<file path="src/include/acrc_pkg.sv">
// shared constants, types and helpers of the converter sequencing block
// assumes one 250 MHz system clock and an active-low asynchronous reset
package acrc_pkg;

    // clock and timing
    localparam int SYS_CLK_PERIOD_NS = 4;
    localparam int INT_OSC_PERIOD_NS = 64; // internal oscillator, ~15.6 MHz
    localparam int INT_OSC_CYC = INT_OSC_PERIOD_NS / SYS_CLK_PERIOD_NS;
    localparam int DONE_MAX_NS = 900; // internal mode start to done
    localparam int DONE_MAX_CYC = DONE_MAX_NS / SYS_CLK_PERIOD_NS;

    // conversion shape
    localparam int RESULT_W = 12;
    localparam int CONV_PERIODS = 13;
    localparam int CONV_CNT_W = 4;
    localparam logic [CONV_CNT_W-1:0] CONV_LAST = 4'hC; // 13th period

    // synchronised pin vector layout
    localparam int PIN_W = 6;
    localparam int PIN_START = 0;
    localparam int PIN_PDOWN = 1;
    localparam int PIN_SEL_N = 2;
    localparam int PIN_RD_N = 3;
    localparam int PIN_CLKSEL = 4;
    localparam int PIN_EXTCLK = 5;
    // strobes idle high, everything else idles low
    localparam logic [PIN_W-1:0] PIN_RST = 6'h0C;

    // sequencer states, gray order along track -> convert -> ready
    typedef enum logic [1:0] {
        ST_TRACK = 2'h0,
        ST_CONVERT = 2'h1,
        ST_READY = 2'h3,
        ST_SHUTDOWN = 2'h2
    } acrc_state_e;

    // registered state of the top level, apart from the helper counters that only the checks read
    typedef struct packed {
        acrc_state_e st;
        logic [CONV_CNT_W-1:0] cnt;
        logic start_d;
        logic pdown_d;
        logic done_n;
        logic last_n;
        logic [RESULT_W-1:0] sample;
        logic [RESULT_W-1:0] result;
        logic oe;
        logic [RESULT_W-1:0] bus;
        logic shutdown;
    } acrc_top_s;

    localparam logic [RESULT_W-1:0] RESULT_RST = 12'h000;

    // offset binary from the core; bipolar parts flip the msb
    function automatic logic [RESULT_W-1:0] acrc_format(
        input logic [RESULT_W-1:0] code,
        input logic bipolar
    );
        logic [RESULT_W-1:0] res;
        res = code;
        if (bipolar) begin
            res[RESULT_W-1] = ~code[RESULT_W-1];
        end
        return res;
    endfunction

endpackage

</file>
<file path="src/rtl/acrc_conv_tick.sv">
// conversion clock source: internal divider or external clock edges
// assumes the external clock level is already synchronised
module acrc_conv_tick
    import acrc_pkg::*;
#(
    parameter int OSC_CYC = INT_OSC_CYC
) (
    // clock and reset
    input wire logic sys_clk_i,
    input wire logic arst_n_i,
    // control
    input wire logic int_mode_i,
    input wire logic run_i,
    input wire logic ext_clk_i,
    // one-cycle pulse per conversion clock rising edge
    output logic tick_o
);

    localparam int DIV_W = $clog2(OSC_CYC + 1);
    localparam logic [DIV_W-1:0] DIV_LAST = DIV_W'(OSC_CYC - 1);

    typedef struct packed {
        logic [DIV_W-1:0] div;
        logic ext_d;
        logic tick;
    } acrc_tick_s;

    acrc_tick_s q;
    acrc_tick_s next_q;

    // the divider restarts with every conversion so timing is repeatable
    always_comb begin
        next_q = q;
        next_q.ext_d = ext_clk_i;
        next_q.tick = 1'b0;
        if (!run_i) begin
            next_q.div = '0;
        end else if (int_mode_i) begin
            // external pin is ignored here [RULE22] [RULE2]
            if (q.div == DIV_LAST) begin
                next_q.div = '0;
                next_q.tick = 1'b1;
            end else begin
                next_q.div = q.div + DIV_W'(1);
            end
        end else begin
            next_q.tick = ext_clk_i & ~q.ext_d;
        end
    end

    always_ff @(posedge sys_clk_i or negedge arst_n_i) begin
        if (!arst_n_i) begin
            q <= '0;
        end else begin
            q <= next_q;
        end
    end

    assign tick_o = q.tick;

endmodule // acrc_conv_tick

</file>
<file path="src/rtl/acrc_sync.sv">
// two-stage synchroniser for a vector of independent pin levels
// assumes each bit is a slow level; no bit relation is preserved
module acrc_sync
    import acrc_pkg::*;
#(
    parameter int W = PIN_W,
    parameter logic [W-1:0] RST_VAL = '0
) (
    // clock and reset
    input wire logic sys_clk_i,
    input wire logic arst_n_i,
    // pins
    input wire logic [W-1:0] async_i,
    output logic [W-1:0] sync_o
);

    typedef struct packed {
        logic [W-1:0] s1;
        logic [W-1:0] s2;
    } acrc_sync_s;

    acrc_sync_s q;
    acrc_sync_s next_q;

    // first stage feeds only the second stage
    always_comb begin
        next_q.s1 = async_i;
        next_q.s2 = q.s1;
    end

    always_ff @(posedge sys_clk_i or negedge arst_n_i) begin
        if (!arst_n_i) begin
            q <= {RST_VAL, RST_VAL};
        end else begin
            q <= next_q;
        end
    end

    assign sync_o = q.s2;

endmodule // acrc_sync

</file>
<file path="src/rtl/acrc_top.sv">
// sequencing and parallel readout of a 12-bit sampling converter
// assumes the analog core presents its code on sample_code_i in this clock
//
// Behaviour
// RULE1 - every conversion lasts exactly 13 conversion clock periods
// RULE2 - strap high selects the internal oscillator for conversions
// RULE3 - external mode: host ties strap low, clock 100kHz to 20MHz
// RULE4 - host holds start low to track; rising edge samples and converts
// RULE5 - external mode: first clock pulse within 10us of start rising
// RULE6 - external mode: done flags fall on the 13th clock rising edge
// RULE7 - internal mode: done flags fall within 900ns of start rising
// RULE8 - both done flags pulse low whenever a new result is ready
// RULE9 - start falling mid-conversion aborts it and begins new acquisition
// RULE10 - host keeps its bus quiet 50ns before start falls
// RULE11 - select and read low drive the 12-bit result onto the bus
// RULE12 - bus floats whenever select or read is high
// RULE13 - host may hold select low, pulse it, or tie it to read
// RULE14 - after power-up wait 1ms and discard one conversion
// RULE15 - power-down request high shuts down, both done flags held high
// RULE16 - bus drive depends only on select and read, even in shutdown
// RULE17 - power-down release starts a conversion like start rising
// RULE18 - unipolar variant gives offset binary results
// RULE19 - bipolar variants give two's complement results
// RULE20 - done returns high on next conversion clock edge or start falling
// RULE21 - last-done returns high when start falls
// RULE22 - internal mode ignores the external clock pin entirely
module acrc_top
    import acrc_pkg::*;
#(
    parameter bit BIPOLAR = 1'b0,
    parameter int OSC_CYC = INT_OSC_CYC
) (
    // clock and reset
    input wire logic sys_clk_i,
    input wire logic arst_n_i,
    // conversion control pins
    input wire logic sample_convert_start_i,
    input wire logic power_down_request_i,
    input wire logic clock_source_select_i,
    input wire logic ext_conv_clk_i,
    // read interface pins
    input wire logic device_select_n_i,
    input wire logic read_strobe_n_i,
    // analog core result, offset binary
    input wire logic [RESULT_W-1:0] sample_code_i,
    // status pins
    output logic conversion_done_n_o,
    output logic last_conversion_done_n_o,
    // tri-state result bus
    output logic [RESULT_W-1:0] result_bus_o,
    output logic result_bus_oe_o,
    // analog section power-down
    output logic analog_shutdown_o
);

    logic [PIN_W-1:0] pins_raw;
    logic [PIN_W-1:0] pins;
    logic tick;
    logic start_s;
    logic pdown_s;
    logic int_mode;
    logic run;
    logic start_rise;
    logic start_fall;
    logic pdown_fall;
    acrc_top_s q;
    acrc_top_s next_q;

    // every pin passes two flops before any logic reads it
    always_comb begin
        pins_raw = '0;
        pins_raw[PIN_START] = sample_convert_start_i;
        pins_raw[PIN_PDOWN] = power_down_request_i;
        pins_raw[PIN_SEL_N] = device_select_n_i;
        pins_raw[PIN_RD_N] = read_strobe_n_i;
        pins_raw[PIN_CLKSEL] = clock_source_select_i;
        pins_raw[PIN_EXTCLK] = ext_conv_clk_i;
    end

    acrc_sync #(
        .W(PIN_W),
        .RST_VAL(PIN_RST)
    ) u_sync (
        .sys_clk_i(sys_clk_i),
        .arst_n_i(arst_n_i),
        .async_i(pins_raw),
        .sync_o(pins)
    );

    // the divider only runs while a conversion or its result is live
    assign run = (q.st == ST_CONVERT) || (q.st == ST_READY);
    assign int_mode = pins[PIN_CLKSEL]; // [RULE2]

    acrc_conv_tick #(
        .OSC_CYC(OSC_CYC)
    ) u_tick (
        .sys_clk_i(sys_clk_i),
        .arst_n_i(arst_n_i),
        .int_mode_i(int_mode),
        .run_i(run),
        .ext_clk_i(pins[PIN_EXTCLK]),
        .tick_o(tick)
    );

    // edge detection on the synchronised control levels
    assign start_s = pins[PIN_START];
    assign pdown_s = pins[PIN_PDOWN];
    assign start_rise = start_s & ~q.start_d;
    assign start_fall = ~start_s & q.start_d;
    assign pdown_fall = ~pdown_s & q.pdown_d;

    // sequencer: track, convert, ready, shutdown
    always_comb begin
        next_q = q;
        next_q.start_d = start_s;
        next_q.pdown_d = pdown_s;
        next_q.shutdown = pdown_s;
        // bus drive follows only select and read [RULE12] [RULE16] [RULE11]
        next_q.oe = ~pins[PIN_SEL_N] & ~pins[PIN_RD_N];
        next_q.bus = q.result;
        if (pdown_s) begin
            // shutdown overrides any conversion in flight [RULE15]
            next_q.st = ST_SHUTDOWN;
            next_q.cnt = '0;
            next_q.done_n = 1'b1;
            next_q.last_n = 1'b1;
        end else begin
            unique case (q.st)
                ST_SHUTDOWN: begin
                    if (pdown_fall) begin
                        // release samples like a start edge [RULE17]
                        next_q.st = ST_CONVERT;
                        next_q.cnt = '0;
                        next_q.sample = sample_code_i;
                    end else begin
                        next_q.st = ST_TRACK;
                    end
                end
                ST_TRACK: begin
                    if (start_rise) begin
                        // sampling instant is the start rising edge [RULE4]
                        next_q.st = ST_CONVERT;
                        next_q.cnt = '0;
                        next_q.sample = sample_code_i;
                    end
                end
                ST_CONVERT: begin
                    if (start_fall) begin
                        // abort; tracking resumes for a new cycle [RULE9]
                        next_q.st = ST_TRACK;
                        next_q.cnt = '0;
                    end else if (tick) begin
                        if (q.cnt == CONV_LAST) begin
                            // 13th edge ends it [RULE1] [RULE6] [RULE7]
                            next_q.st = ST_READY;
                            // coding follows the variant [RULE18] [RULE19]
                            next_q.result = acrc_format(q.sample, BIPOLAR);
                            next_q.done_n = 1'b0; // [RULE8]
                            next_q.last_n = 1'b0;
                        end else begin
                            next_q.cnt = q.cnt + CONV_CNT_W'(1);
                        end
                    end
                end
                ST_READY: begin
                    if (start_fall) begin
                        // next sequence begins; both flags clear [RULE21]
                        next_q.st = ST_TRACK;
                        next_q.cnt = '0;
                        next_q.done_n = 1'b1;
                        next_q.last_n = 1'b1;
                    end else if (tick) begin
                        next_q.done_n = 1'b1; // [RULE20]
                    end
                end
            endcase
        end
    end

    always_ff @(posedge sys_clk_i or negedge arst_n_i) begin
        if (!arst_n_i) begin
            q.st <= ST_TRACK;
            q.cnt <= '0;
            q.start_d <= 1'b0;
            q.pdown_d <= 1'b0;
            q.done_n <= 1'b1;
            q.last_n <= 1'b1;
            q.sample <= RESULT_RST;
            q.result <= RESULT_RST;
            q.oe <= 1'b0;
            q.bus <= RESULT_RST;
            q.shutdown <= 1'b0;
        end else begin
            q <= next_q;
        end
    end

    // all outputs straight from the state register
    assign conversion_done_n_o = q.done_n;
    assign last_conversion_done_n_o = q.last_n;
    assign result_bus_o = q.bus;
    assign result_bus_oe_o = q.oe;
    assign analog_shutdown_o = q.shutdown;

    // helper counters that only the checks read
    int unsigned tick_h;
    int unsigned lat_h;
    int unsigned gap_h;
    always_ff @(posedge sys_clk_i or negedge arst_n_i) begin
        if (!arst_n_i) begin
            tick_h <= 0;
            lat_h <= 0;
            gap_h <= 0;
        end else begin
            if (q.st != ST_CONVERT) begin
                tick_h <= 0;
            end else if (tick) begin
                tick_h <= tick_h + 1;
            end
            // restart on each entry to convert, start edge or wake-up
            if (q.st != ST_CONVERT && next_q.st == ST_CONVERT) begin
                lat_h <= 1;
            end else if (lat_h != 0) begin
                lat_h <= lat_h + 1;
            end
            // gap since the previous tick, the tick cycle counting as one
            if (!run) begin
                gap_h <= 0;
            end else if (tick) begin
                gap_h <= 1;
            end else begin
                gap_h <= gap_h + 1;
            end
        end
    end

    localparam int LAT_LIMIT = DONE_MAX_CYC;
endmodule // acrc_top
</file>
<file path="config.mk">
export PLATFORM = sky130hd
export DESIGN_NAME = acrc_top
export DESIGN_NICKNAME = d
export VERILOG_FILES = /design/src/include/acrc_pkg.sv /design/src/rtl/acrc_conv_tick.sv /design/src/rtl/acrc_sync.sv /design/src/rtl/acrc_top.sv
export SDC_FILE = /design/constraint.sdc
export NUM_CORES = 1
export LEC_CHECK = 0
export ABC_AREA = 1
export BUFFER_PORTS_ARGS = -buffer_cell sky130_fd_sc_hd__buf_4
export CORE_UTILIZATION = 33
export DETAILED_ROUTE_END_ITERATION = 10
export GPL_TIMING_DRIVEN = 1
export PLACE_DENSITY = 0.58
export SYNTH_ARGS = -nofsm -noshare
export SYNTH_HDL_FRONTEND = slang
export SYNTH_HIERARCHICAL = 1
export SYNTH_SLANG_ARGS = --single-unit
</file>
<file path="constraint.sdc">
create_clock -name sys_clk_i -period 1.2 [get_ports sys_clk_i]
set_input_delay 0.18 -clock sys_clk_i [delete_from_list [all_inputs] [get_ports sys_clk_i]]
set_output_delay 0.18 -clock sys_clk_i [all_outputs]
set_load 0.005 [all_outputs]
</file>
==> results of run 1 <==
-- metal layers --
layer / wire (um) / vias up / global-route usage, %
li1: - / 918 / -
met1: 2100 / 866 / 13.8
met2: 2400 / 29 / 20.2
met3: 182 / 5 / 4.98
met4: 59 / 0 / 4.56
met5: 0 / - / 0
-- kinds of logic (layout without fill, tap and decap cells) --
group | after synthesis | in the layout
simple gates | 111 | 111
compound gates | 29 | 29
flops | 66 | 66
fa+ha+maj | 3 | 3
xor+xnor | 1 | 1
buf+inv | 49 | 115
-- worst min-delay path, cell delays in order --
cell	delay, ns
sky130_fd_sc_hd__buf_4	0.08
sky130_fd_sc_hd__nor2_2	0.03
sky130_fd_sc_hd__a21oi_1	0.10
-- final timing paths --
path,startpoint,to,slack [ns],cells past startpoint
max in group asynchronous,arst_n_i,u_sync/sync_o[2],0.42,3
min reg2reg,u_sync/next_q[5],u_sync/sync_o[5],0.35,0
min,sample_code_i[1],q[27],0.09,3
min in group asynchronous,arst_n_i,result_bus_o[4],0.28,2
max,q[43],q[43],-0.15,9
max reg2reg,q[43],q[43],-0.15,9
-- flip-flops by register name, indices dropped and copies added, names as in the netlist --
register,cells
result_bus_o,12
u_sync/next_q,6
result_bus_oe_o,1
conversion_done_n_o,1
q,19
u_tick/q,6
u_tick/tick_o,1
u_sync/sync_o,6
analog_shutdown_o,1
last_conversion_done_n_o,1
next_q,12
-- power groups by stage --
stage | logic [mW] | registers (mW) | clock network, mW
floorplan | 0.786 | 2.69 | 0
global placement | 1.18 | 2.70 | 0
detailed placement | 1.22 | 2.71 | 0
CTS | 1.42 | 2.70 | 2.14
global route | 1.84 | 2.74 | 2.21
finish | 1.63 | 2.70 | 2.07
-- cell type report --
| cell class | count | area share (%) |
|---|---|---|
| Multi-Input combinational cell | 144 | 24.3 |
| Inverter | 32 | 3.44 |
| Tap cell | 102 | 3.51 |
| Timing Repair Buffer | 67 | 16.8 |
| Clock inverter | 6 | 2.44 |
| Sequential cell | 66 | 45.7 |
| Clock buffer | 10 | 3.78 |
-- timing repair --
item / CTS / global route
gates cloned: 0 / 2
hold buffers: 7 / 0
setup buffers: 7 / 2
hold endpoints to repair: 24 / 0
resized for setup: 16 / 38
endpoints found under the setup margin: 32 / 35
pin swaps: 8 / 9
-- metrics by stage --
stage,utilization [%],worst slack [ns],TNS (ns)
final,46.8,-0.149,-2.19
after global routing,46.8,-0.262,-4.53
after CTS,44.8,-0.164,-2.61
after detailed placement,39.7,-0.160,-2.63
after global placement,39.7,-0.116,-2.15
after floorplan,-,-0.132,-1.77
-- placed cells by master, fill, tap and decap left out, types with 6 or more instances in the layout --
master,synthesis,layout
sky130_fd_sc_hd__o21ai_2,12,12
sky130_fd_sc_hd__buf_4,12,49
sky130_fd_sc_hd__dfrtp_1,60,57
sky130_fd_sc_hd__dfstp_2,6,6
sky130_fd_sc_hd__inv_1,29,25
sky130_fd_sc_hd__nor2_1,24,13
sky130_fd_sc_hd__nor2_4,2,6
sky130_fd_sc_hd__nand2_1,59,43
sky130_fd_sc_hd__dlygate4sd3_1,0,7
sky130_fd_sc_hd__a21oi_1,13,13
sky130_fd_sc_hd__clkbuf_8,0,10
sky130_fd_sc_hd__nand3_1,13,11
sky130_fd_sc_hd__buf_6,2,6
sky130_fd_sc_hd__nor2_2,4,11
sky130_fd_sc_hd__nand2_2,1,17
==> results.md, run 1 <==
Status:
- The run finished, with violations left.
- The checks that failed: setup timing.

Setup path:
- The cell that appears most often on the critical path is sky130_fd_sc_hd__nand2_1.
- The worst setup path is captured at a flop.
- The maximum fanout along the worst path is 5.
- STA classifies the critical path startpoint as a flop.
- The data required time of the worst path is 1.43 ns.
- The critical path buffer and inverter count is 2.
- For this design, the slowest cell found on the critical path is sky130_fd_sc_hd__dfrtp_1.
- The critical path's largest stage delay is 0.37 ns.
- The classification of the worst setup path is flop to flop.
- The largest delay contributor family on the critical path is simple AND/OR/NAND/NOR gates.
- Walking the worst path, the cells encountered are inv_2 -> ha_4 -> nand3_4 -> nor2_4 -> buf_6 -> a21oi_4 -> nand2_2 -> nand2_1 -> nand2_1.
- The worst path arrival time is 1.58 ns.

Global route:
- The leftover overflow at the end of global routing is 0.
- The total global-route track usage is 12.1%.
- The first global-routing pass estimated 7.75 mm of wire.
- The number of antenna violations at the first check in global routing is 0.
- The number of global-route vias before repair is 1739.
- The maximum number of pins on one net before global-route repair is 26.

Hold path:
- The class of the tightest hold or removal check is input port to flop.

Power and ir drop:
- The worst voltage drop across the vdd grid is 1030 uV.
- The overall power after layout is 6.40 mW.
- The total net switching power is 1.90 mW.
- The cell internal power dissipation is 4.50 mW.
- The cell area power density is 1760 nW/um^2.
- Of the total power, the share spent switching nets is 29.7%.
- The clock network burns 32.3% of the power.
- The share of total power dissipated in sequential elements is 42.2%.
- Combinational logic burns 25.5% of the power.
- The leakage power figure is 1.79 nW.

Yosys:
- In the synthesized netlist, mux cells make up 0% of the area.
- The count of distinct cell types in the synthesized netlist is 26.
- The largest family of logic cells by synthesized area is simple AND/OR/NAND/NOR gates.
- sky130_fd_sc_hd__dfrtp_1 takes more of the synthesized area than any other cell.
- The number of storage elements in the synthesis netlist is 66.
- Of the total synthesized cell area, the portion taken by full adders, half adders and majority gates is 1.41%.
- The area fraction of the dominant cell type after synthesis is 56.5%.
- The synthesized netlist devotes 7.54% of its cell area to compound gates.
- Yosys instantiated no cell more often than sky130_fd_sc_hd__dfrtp_1.
- The area of the mapped netlist is 2660 um^2.
- The synthesized netlist devotes 0.330% of its cell area to XOR and XNOR gates.
- Sequential elements use 62.5% of the synthesized area.
- Of the total synthesized cell area, the portion taken by AND, OR, NAND and NOR gates is 19.0%.
- In the synthesized netlist the async set-or-reset flop fraction comes to 100%.
- In the synthesized netlist the dominant register cell turns out to be sky130_fd_sc_hd__dfrtp_1.
- Yosys attributes the largest share of cell area to sky130_fd_sc_hd__dfrtp_1, sky130_fd_sc_hd__nand2_1, sky130_fd_sc_hd__dfstp_2, sky130_fd_sc_hd__inv_1, sky130_fd_sc_hd__o21ai_2.
- The cell count after synthesis is 259.
- The Yosys warning count is 6.
- The count of flip-flops with a built-in enable after synthesis is 0.
- Synthesis produced a netlist with a net count of 282.
- Ranked by instance count, the synthesized netlist is headed by sky130_fd_sc_hd__dfrtp_1, sky130_fd_sc_hd__nand2_1, sky130_fd_sc_hd__inv_1.
- A synthesized cell averages 10.3 um^2.

Die:
- The core region is 7770 um^2.
- The starting density of the core is 34.2%.
- The die covers 8410 um^2.
- The boundary pin count is 36.
- From bottom edge to top edge, the die measures 91.7 um.
- The floorplan die width is 91.7 um.
- The number of standard-cell rows in the floorplan is 32.

Flow run:
- The count of maximum capacitance violations is 0.

Placed design:
- The HPWL after detailed placement is 3.04 mm.
- The number of I/O port buffers is 35.
- In this run the cell area measured after placement is 3080 um^2.
- The final weighted congestion in routability-driven placement is 0.775.
- Including well taps, the total number of placed cells is 394.

Detailed routing:
- Dividing the detail-routed via count by the number of cells gives 4.26.
- After detailed routing, the average wire length per cell comes to 11.1 um.
- The detailed router placed 1818 vias in this run.
- In this run, the number of DRC markers left after iteration 0 of detailed routing was 80.
- The remaining routing DRC violations is 0.
- The count of TritonRoute iterations in the first routing pass is 4.
- The final wirelength is 4.74 mm.
- Once detail routing completed, the nets flagged for antenna violations numbered 0.

Cells and area:
- The filler cells instantiated in the layout total 753.
- In the final layout, the multi-input gates occupy 886 um^2.
- The area growth from synthesis to layout is 37.0%.
- The area taken by flip-flops and latches is 1660 um^2.
- The repair_antennas step left the layout with diodes totalling 0.
- The number of nets at the end of the flow is 343.
- The post-route netlist has 45.2% of its cells at a drive strength greater than 1.
- The finished cells cover 3640 um^2.
- The non-filler instance count after layout is 427.

STA:
- The tightest slew margin relative to the limit is 78.3%.
- The ratio of final minimum period to clock period is 112%.
- The max-slew violation count is 0.
- The slew of the pin with the lowest slew margin is 0.326 ns.
- The worst hold slack is 0.0928 ns.
- Setup violations remaining at the end of the flow were counted as 30.
- For the final database, setup skew stands at 0.00543 ns.
- Setup slack on the critical path of the routed design comes to -0.149 ns.
- The routed design could run at a clock period as short as 1.35 ns.
- The number of hold violations in the final report is 0.
- The maximum clock frequency is 742 MHz.
- Setup repair after global routing could not meet its margin everywhere.

Clocking:
- The CTS buffer count is 9.
- The maximum root-to-sink buffer count is 2.
- Clock-pin slew was measured on the worst setup and hold paths at 0.07 ns.
- TritonCTS built the clock tree.
- In this run the number of H-tree levels came out at 3.
- The clock net in this run drives a total of 66 sinks.
- The clock insertion delay at the later pin of the skew report is 0.33 ns.
- The root buffer cell chosen for the clock tree is sky130_fd_sc_hd__clkbuf_8.
Power figures use the tool's default switching activity.
==> inputs of run 2 (changes only) <==
--- a/config.mk
+++ b/config.mk
@@ -7,10 +7,11 @@
 export LEC_CHECK = 0
 export ABC_AREA = 1
 export BUFFER_PORTS_ARGS = -buffer_cell sky130_fd_sc_hd__buf_4
-export CORE_UTILIZATION = 33
+export CORE_UTILIZATION = 56
 export DETAILED_ROUTE_END_ITERATION = 10
 export GPL_TIMING_DRIVEN = 1
-export PLACE_DENSITY = 0.58
+export PLACE_DENSITY = 0.84
+export REMOVE_ABC_BUFFERS = 1
 export SYNTH_ARGS = -nofsm -noshare
 export SYNTH_HDL_FRONTEND = slang
 export SYNTH_HIERARCHICAL = 1
==> constraint.sdc (replaced) <==
create_clock -name sys_clk_i -period 1.5 [get_ports sys_clk_i]
set_input_delay 0.225 -clock sys_clk_i [delete_from_list [all_inputs] [get_ports sys_clk_i]]
set_output_delay 0.225 -clock sys_clk_i [all_outputs]
set_load 0.005 [all_outputs]
==> run 2 against run 1 <==
  * The flow still finishes with violations (setup timing)
  * Critical path depth is 1 lower
  * Fmax shrank 12%
  * Clock power decreased by 31%
  * Critical path type unchanged
  * Worst setup slack improved by 0.12 ns
  * Core utilization up 27 points
  * Global-route usage rose by 10 points
==> results.md, run 2 (synthesis gave the netlist of run 1 again) <==
Status:
- The run finished, with violations left.
- The checks that failed: setup timing.

Cells and area:
- The register with the most flip-flops in the final layout is q.
- The register with the most flip-flops in the layout has 19 of them.
- The top cell types in the final layout, fill and taps aside, are sky130_fd_sc_hd__dfrtp_1, sky130_fd_sc_hd__nand2_1, sky130_fd_sc_hd__buf_4, sky130_fd_sc_hd__inv_1, sky130_fd_sc_hd__nor2_1.
- The final layout contains 328 nets.
- The fraction of layout instances using a drive strength above 1 is 31.1%.
- The finished layout cell area is 3290 um^2.
- The number of antenna diodes in the final layout is 0.
- Leaving out fill and tap cells, the most frequent cell in the layout is sky130_fd_sc_hd__dfrtp_1.
- The area growth from synthesis to layout is 23.7%.

Detailed routing:
- Once detail routing completed, the nets flagged for antenna violations numbered 0.
- In the routed design, unresolved DRC markers number 0.
- The mean number of vias per cell is 5.14.
- For this block, the initial DRC count from the detailed router was 126.
- The per-cell routed wire length is 14.0 um.
- For this block, the via count after detailed routing is 1854.
- The first detailed-routing pass ran for 6 iterations.
- Wires add up to 5.06 mm.

STA:
- Setup violations remaining at the end of the flow were counted as 6.
- The number of hold violations in the final report is 0.
- Setup repair after global routing could not meet its margin everywhere.
- After layout, the worst setup slack is -0.0243 ns.
- The final clock skew is 0.00614 ns.
- The ratio of final minimum period to clock period is 102%.
- After layout, the minimum clock period comes to 1.52 ns.
- The tightest slew margin relative to the limit is 68.4%.
- The slew of the pin with the lowest slew margin is 0.474 ns.
- Timing would allow up to 656 MHz.
- The max-slew violation count is 0.

Clocking:
- The tree built by TritonCTS fans out to 66 sinks.
- TritonCTS built the clock tree.
- The number of clock buffers added by TritonCTS is 9.
- Clock-pin slew was measured on the worst setup and hold paths at 0.07 ns.
- In this run the clock root is driven by a sky130_fd_sc_hd__clkbuf_8.
- The later pin in the worst-skew pair is clocked with a latency of 0.34 ns.
- The total number of H-tree levels is 3.
- The clock passes through at most 2 buffers.

Power and ir drop:
- Internal power comes to 3.16 mW.
- The cell area power density is 1390 nW/um^2.
- The share of total power dissipated in combinational logic is 20.8%.
- The worst voltage drop across the vdd grid is 799 uV.
- Per report_power, the clock group accounts for 31.2% of the total.
- The overall power after layout is 4.56 mW.
- The total net switching power is 1.39 mW.
- In this run the static leakage power is 1.66 nW.
- The sequential share of power is 48.0%.
- The switching share of power is 30.5%.

Global route:
- For this run, the total global-route usage over all layers was measured as 22.4%.
- The number of antenna violations at the first check in global routing is 0.
- The maximum number of pins on one net before global-route repair is 39.
- The first global-routing pass estimated 8.31 mm of wire.
- The leftover overflow at the end of global routing is 0.
- The number of global-route vias before repair is 1874.

Die:
- The initialized floorplan defines 24 standard-cell rows.
- From left edge to right edge, the die measures 70.9 um.
- The floorplan step defined a die boundary enclosing 5020 um^2.
- For this configuration, the core starts out at a cell density of 59.8%.
- The total area inside the core boundary comes to 4440 um^2.
- In this run the vertical extent of the chip is 70.9 um.
- 36 I/O pins were placed.

Setup path:
- STA classifies the critical path startpoint as a flop.
- The worst reg-to-reg path cell count is 8.
- The maximum fanout along the worst path is 6.
- The critical path's largest stage delay is 0.42 ns.
- The most numerous cell type found on the critical path is sky130_fd_sc_hd__nand3_4.
- The worst reg2reg path endpoint is next_q[11].
- The worst setup path is captured at a flop.
- The flop-to-flop setup slack is -0.02 ns.
- By startpoint and endpoint, the worst setup path is classified as flop to flop.
- The signal on the critical path passes through inv_1 -> ha_2 -> nand3_4 -> nor2_4 -> buf_12 -> buf_6 -> nand3_4 -> o21ai_2.
- The worst path arrival time is 1.79 ns.
- On the critical path, the stage with the largest delay is an instance of sky130_fd_sc_hd__dfrtp_1.
- The launch point of the worst reg-to-reg path is q[43].
- At the worst endpoint, the required time is 1.77 ns.

Hold path:
- The worst hold path terminates at q[32].
- In this run the worst hold path is classified as input port to flop.
- The worst hold path begins at sample_code_i[6].
- Along the worst hold path, the cell count comes to 3.

Flow run:
- The count of maximum capacitance violations is 0.

Placed design:
- The area of placed instances is 2890 um^2.
- The minimum setup slack after placement is -0.0427 ns.
- The final weighted congestion in routability-driven placement is 0.820.
- The HPWL after detailed placement is 2.94 mm.
- In this run the tool buffered the top-level ports with 35 buffer cells.
run 2: cell types whose count changed in the layout (fill, tap and decap cells not counted), moves of 3 or more:
cell / delta
sky130_fd_sc_hd__nand2_2: -13
sky130_fd_sc_hd__nor2_2: -8
sky130_fd_sc_hd__nor2_1: +11
sky130_fd_sc_hd__nor2_4: -3
sky130_fd_sc_hd__nand2_1: +13
sky130_fd_sc_hd__inv_1: +4
sky130_fd_sc_hd__buf_6: -5
sky130_fd_sc_hd__buf_4: -10
run 2: worst max path at each step:
stage | endpoint | from | cells after the start | slack [ns]
global route | next_q[11] | q[43] | 8 | -0.11
finish | next_q[11] | q[43] | 8 | -0.02
detailed placement | next_q[7] | q[43] | 7 | -0.04
floorplan | next_q[10] | q[42] | 7 | 0.09
global placement | next_q[7] | q[43] | 7 | 0.02
CTS | next_q[3] | q[43] | 6 | 0.02
run 2: per-layer routing:
layer | track usage, % | routed length, um | vias to the layer above
li1 | - | - | 894
met1 | 27.8 | 2130 | 894
met2 | 36.4 | 2650 | 59
met3 | 7.41 | 224 | 7
met4 | 9.11 | 58 | 0
met5 | 0 | 0 | -
run 2: power groups by stage:
stage | registers, mW | clock network, mW | logic, mW
2_1_floorplan | 2.16 | 0 | 0.596
6_report | 2.18 | 1.42 | 0.947
5_1_grt | 2.21 | 1.53 | 1.06
3_5_place_dp | 2.19 | 0 | 0.852
3_3_place_gp | 2.18 | 0 | 0.805
4_1_cts | 2.17 | 1.45 | 0.884
run 2: area by class of cell:
class / instances / area [um^2]
Sequential cell: 66 / 1660
Clock buffer: 12 / 145
Multi-Input combinational cell: 147 / 841
Fill cell: 301 / 1160
Tap cell: 52 / 65.1
Timing Repair Buffer: 49 / 414
Inverter: 32 / 120
Clock inverter: 3 / 40.0
run 2: timing repair:
item                       in CTS  in global routing
cloned                          1                  2
pin swaps                       0                  3
resized for setup               1                 12
setup buffers                   0                  4
setup endpoints to repair      12                 19
hold buffers                    7                  0
hold endpoints to repair       28                  0
run 2: stage by stage:
stage	utilization, %	std cells	TNS (ns)	hold WS (ns)
detailed placement	65.1	332	-0.371	0.171
CTS	71.2	355	0	0.119
global route	73.9	361	-0.881	0.120
finish	73.9	361	-0.0775	0.131
floorplan	-	242	0	-0.0706
global placement	65.1	332	0	0.163
run 2: critical path: cells and delay by family (launching register included):
kind,cells,cell delay (ns)
buf+inv,3,0.31
simple gates,3,0.35
flops,1,0.42
fa+ha+maj,1,0.18
compound gates,1,0.17
==> inputs of run 3 (changes only) <==
--- a/config.mk
+++ b/config.mk
@@ -5,7 +5,6 @@
 export SDC_FILE = /design/constraint.sdc
 export NUM_CORES = 1
 export LEC_CHECK = 0
-export ABC_AREA = 1
 export BUFFER_PORTS_ARGS = -buffer_cell sky130_fd_sc_hd__buf_4
 export CORE_UTILIZATION = 56
 export DETAILED_ROUTE_END_ITERATION = 10
==> run 3 against run 2 <==
  * The run ends with DRC, setup timing left
  * Flip-flop and latch count did not move
  * Core utilization is 3.4 points higher
  * Count of clock-buffer cells in the layout decreased by 1
  * Sequential power fell by 5%
  * Total power is 11% lower
  * Cell area rose by 5.3%
  * Largest power group unchanged
==> results.md, run 3 <==
Status:
- The flow ran to the end, but the final reports show violations.
- The checks that failed: DRC, setup timing.

Global route:
- For met3 alone, demand over resource in global routing was 9.26%.
- For this run, global-route usage on met1 was measured as 28.8%.
- Entering global routing, the biggest net connects 31 pins.
- The number of global-route vias before repair is 1799.
- The met2 track utilization from global routing is 39.2%.
- The layer flagged by global routing as most heavily used is met2.
- The number of antenna violations at the first check in global routing came to 0.
- The first global-routing pass estimated 8.64 mm of wire.
- Global routing used 23.7% of the available tracks.
- After global routing the overflow that remains totals 0.

Power and ir drop:
- The worst voltage drop across the vdd grid is 1080 uV.
- The overall power after layout is 4.07 mW.
- The sequential share of power is 51.1%.
- The leakage power figure is 1.70 nW.
- The cell internal power dissipation is 3.05 mW.
- The switching share of power is 25.1%.
- In this run the power spent charging and discharging nets is 1.02 mW.
- The power share of the combinational group is 13.8%.
- The cell area power density is 1180 nW/um^2.
- The clock share of power is 35.1%.

STA:
- The tightest hold path in the finished design has a slack of 0.108 ns.
- Setup repair after global routing could not meet its margin everywhere.
- The tightest slew margin relative to the limit is 73.0%.
- The number of hold violations in the final report came to 0.
- After layout, the minimum clock period comes to 1.58 ns.
- The final clock skew is 0.00795 ns.
- In the finished design, the share of the clock period the worst path needs comes to 105%.
- For the pin with the worst max-slew slack, the measured transition is 0.401 ns.
- Static timing analysis puts the maximum clock frequency at 633 MHz.
- Setup violations remaining at the end of the flow were counted as 26.
- The max-slew violation count is 0.
- Across all setup checks in the final design, the least slack found is -0.0789 ns.

Yosys:
- The cell area that synthesis handed to floorplanning was 2660 um^2.
- The post-synthesis average cell area is 14.2 um^2.
- After synthesis, the cell types taking the most area are sky130_fd_sc_hd__dfrtp_1, sky130_fd_sc_hd__mux2_2, sky130_fd_sc_hd__dfstp_2, sky130_fd_sc_hd__mux2_4, sky130_fd_sc_hd__buf_4.
- Sorting the synthesized cells by how often they occur yields sky130_fd_sc_hd__dfrtp_1, sky130_fd_sc_hd__mux2_2, sky130_fd_sc_hd__buf_4.
- The count of flip-flops with a built-in enable after synthesis is 0.
- The most frequently used flop master after synthesis is sky130_fd_sc_hd__dfrtp_1.
- The number of storage elements in the synthesis netlist is 66.
- After synthesis, the share of flip-flops with an asynchronous set or reset is 100%.
- The fraction of the yosys area taken by sequential cells is 62.3%.
- The area fraction of the dominant cell type after synthesis is 56.4%.
- The count of distinct cell types in the synthesized netlist is 46.
- The cell count after synthesis is 188.
- The Yosys warning count is 6.
- The leading cell type by number of instances after synthesis is sky130_fd_sc_hd__dfrtp_1.
- The library cell occupying the most area in the post-synthesis netlist is sky130_fd_sc_hd__dfrtp_1.

Placed design:
- The minimum setup slack after placement is -0.138 ns.
- The congestion estimate from routability-driven global placement came to 0.876.
- Port buffering added 35 buffers.
- The HPWL after detailed placement is 3.18 mm.

Detailed routing:
- For this block, the via count after detailed routing is 1683.
- The number of antenna-violating nets in the routed design is 0.
- The mean number of vias per cell is 5.34.
- The remaining routing DRC violations is 1.
- The count of TritonRoute iterations in the first routing pass is 7.
- After the first detailed-routing iteration, the DRC count stood at 73.
- The final layout contains routed wiring with a total length of 5.31 mm.
- The per-cell routed wire length is 16.9 um.

Die:
- The die covers 5030 um^2.
- The number of standard-cell rows in the floorplan is 24.
- The area of the core is 4470 um^2.
- The floorplan step set the die height to 71.0 um.
- The die is 71.0 um wide.
- The boundary pin count is 36.
- The initial utilization of the core area, before any placement, comes to 59.5%.

Setup path:
- The data required time of the worst path is 1.72 ns.
- The critical path's largest stage delay is 0.42 ns.
- Of all nets on the critical path, the largest fanout is 3.
- By startpoint and endpoint, the worst setup path is classified as flop to flop.
- The signal on the critical path passes through nand2b_4 -> nor4b_4 -> or3_4 -> a221o_1.
- The largest delay contributor family on the critical path is simple AND/OR/NAND/NOR gates.
- The cell at the slowest stage of the critical path is sky130_fd_sc_hd__dfrtp_1.
- The kind of end point of the critical path is a flop.
- The worst path arrival time is 1.80 ns.
- The kind of launch point of the worst setup path is a flop.
- The critical path buffer and inverter count is 0.

Clocking:
- The clock transition at the registers of the reported paths is 0.07 ns.
- Counting every sink on the clock net gives 66.
- The clock tree from TritonCTS is built.
- No sink is reached through more buffers than the 2 on the longest clock path.
- The CTS buffer count is 9.
- The clock insertion delay at the later pin of the skew report is 0.34 ns.
- The total number of H-tree levels is 3.
- The clock tree root driver cell is sky130_fd_sc_hd__clkbuf_8.

Cells and area:
- In the layout the commonest cells are sky130_fd_sc_hd__buf_4, sky130_fd_sc_hd__dfrtp_1, sky130_fd_sc_hd__mux2_2.
- The library cell used most frequently in the layout, excluding fill and tap cells, is sky130_fd_sc_hd__buf_4.
- In the final layout, the multi-input gates occupy 896 um^2.
- Counting flops per register, the top entry is q.
- Cells with a size suffix above 1 make up 52.5% of the layout.
- The net count of the finished layout is 281.
- 0 antenna diodes ended up in the layout.
- The area growth from synthesis to layout is 30.0%.
- The count of fill cells added during filler insertion is 240.
- The register with the most flip-flops in the layout has 19 of them.
- The area taken by flip-flops and latches is 1660 um^2.
- The utilization after layout is 77.3%.

Flow run:
- Across the run, the number of max-cap violations was 0.

Hold path:
- The min-delay analysis places its worst path in the category input port to flop.
run 3: per-stage QoR:
stage	TNS (ns)	cells	area, um^2
4_1_cts	-0.160	314	3420
2_1_floorplan	-1.94	170	2530
3_5_place_dp	-1.76	284	3090
3_3_place_gp	-1.02	284	3090
5_1_grt	-2.16	315	3460
6_report	-0.960	315	3460
run 3: worst paths after layout:
check                                 start                to  slack (ns)  depth (start not counted)
min                        sample_code_i[8]             q[34]        0.11                          2
max in group asynchronous          arst_n_i  u_sync/sync_o[3]        0.62                          3
min reg2reg                u_sync/next_q[5]  u_sync/sync_o[5]        0.35                          0
max                                   q[41]             q[45]       -0.08                          4
max reg2reg                           q[41]             q[45]       -0.08                          4
min in group asynchronous          arst_n_i             q[42]        0.32                          2
run 3: per-layer routing:
metal,vias up,wire length (um)
met1,825,2240
met4,0,119
met2,54,2650
met3,14,298
met5,-,0
li1,790,-
run 3: cell type report:
cell class | instances | share of cell area (%)
flip-flops and latches | 66 | 48.1
multi-input cells | 97 | 25.9
repair buffers | 76 | 17.9
clock buffers | 11 | 3.80
well taps | 52 | 1.88
clock inverters | 5 | 1.55
inverters | 8 | 0.868
run 3: worst register-to-register path, delay by kind of cell, from the launching register on:
family / cells / cell delay [ns]
DFF: 1 / 0.42
and+or+nand+nor: 3 / 0.71
AOI/OAI and AO/OA: 1 / 0.34
run 3: kinds of logic after synthesis:
| kind of cell | Yosys count | synth area share (%) |
|---|---|---|
| adders and majority gates | 3 | 1.41 |
| xor gates and xnor gates | 1 | 0.329 |
| muxes | 24 | 11.4 |
| buffers and inverters | 26 | 6.06 |
| and+or+nand+nor | 43 | 10.5 |
| DFF | 66 | 62.3 |
| AOI/OAI and AO/OA | 25 | 7.99 |
run 3: timing repair:
action                                  in CTS  in global routing
hold buffers                                 7                  0
gates cloned                                 1                  0
resized for setup                           11                  7
buffers inserted                             6                  1
hold endpoints to repair                    27                  0
pin swaps                                    9                  8
endpoints found under the setup margin      17                 29
run 3: power by group through the flow:
stage / Combinational, mW / Sequential [mW] / Clock [mW]
floorplan: 0.257 / 2.08 / 0
global placement: 0.466 / 2.08 / 0
detailed placement: 0.488 / 2.10 / 0
CTS: 0.541 / 2.07 / 1.46
global route: 0.608 / 2.10 / 1.54
finish: 0.561 / 2.08 / 1.43
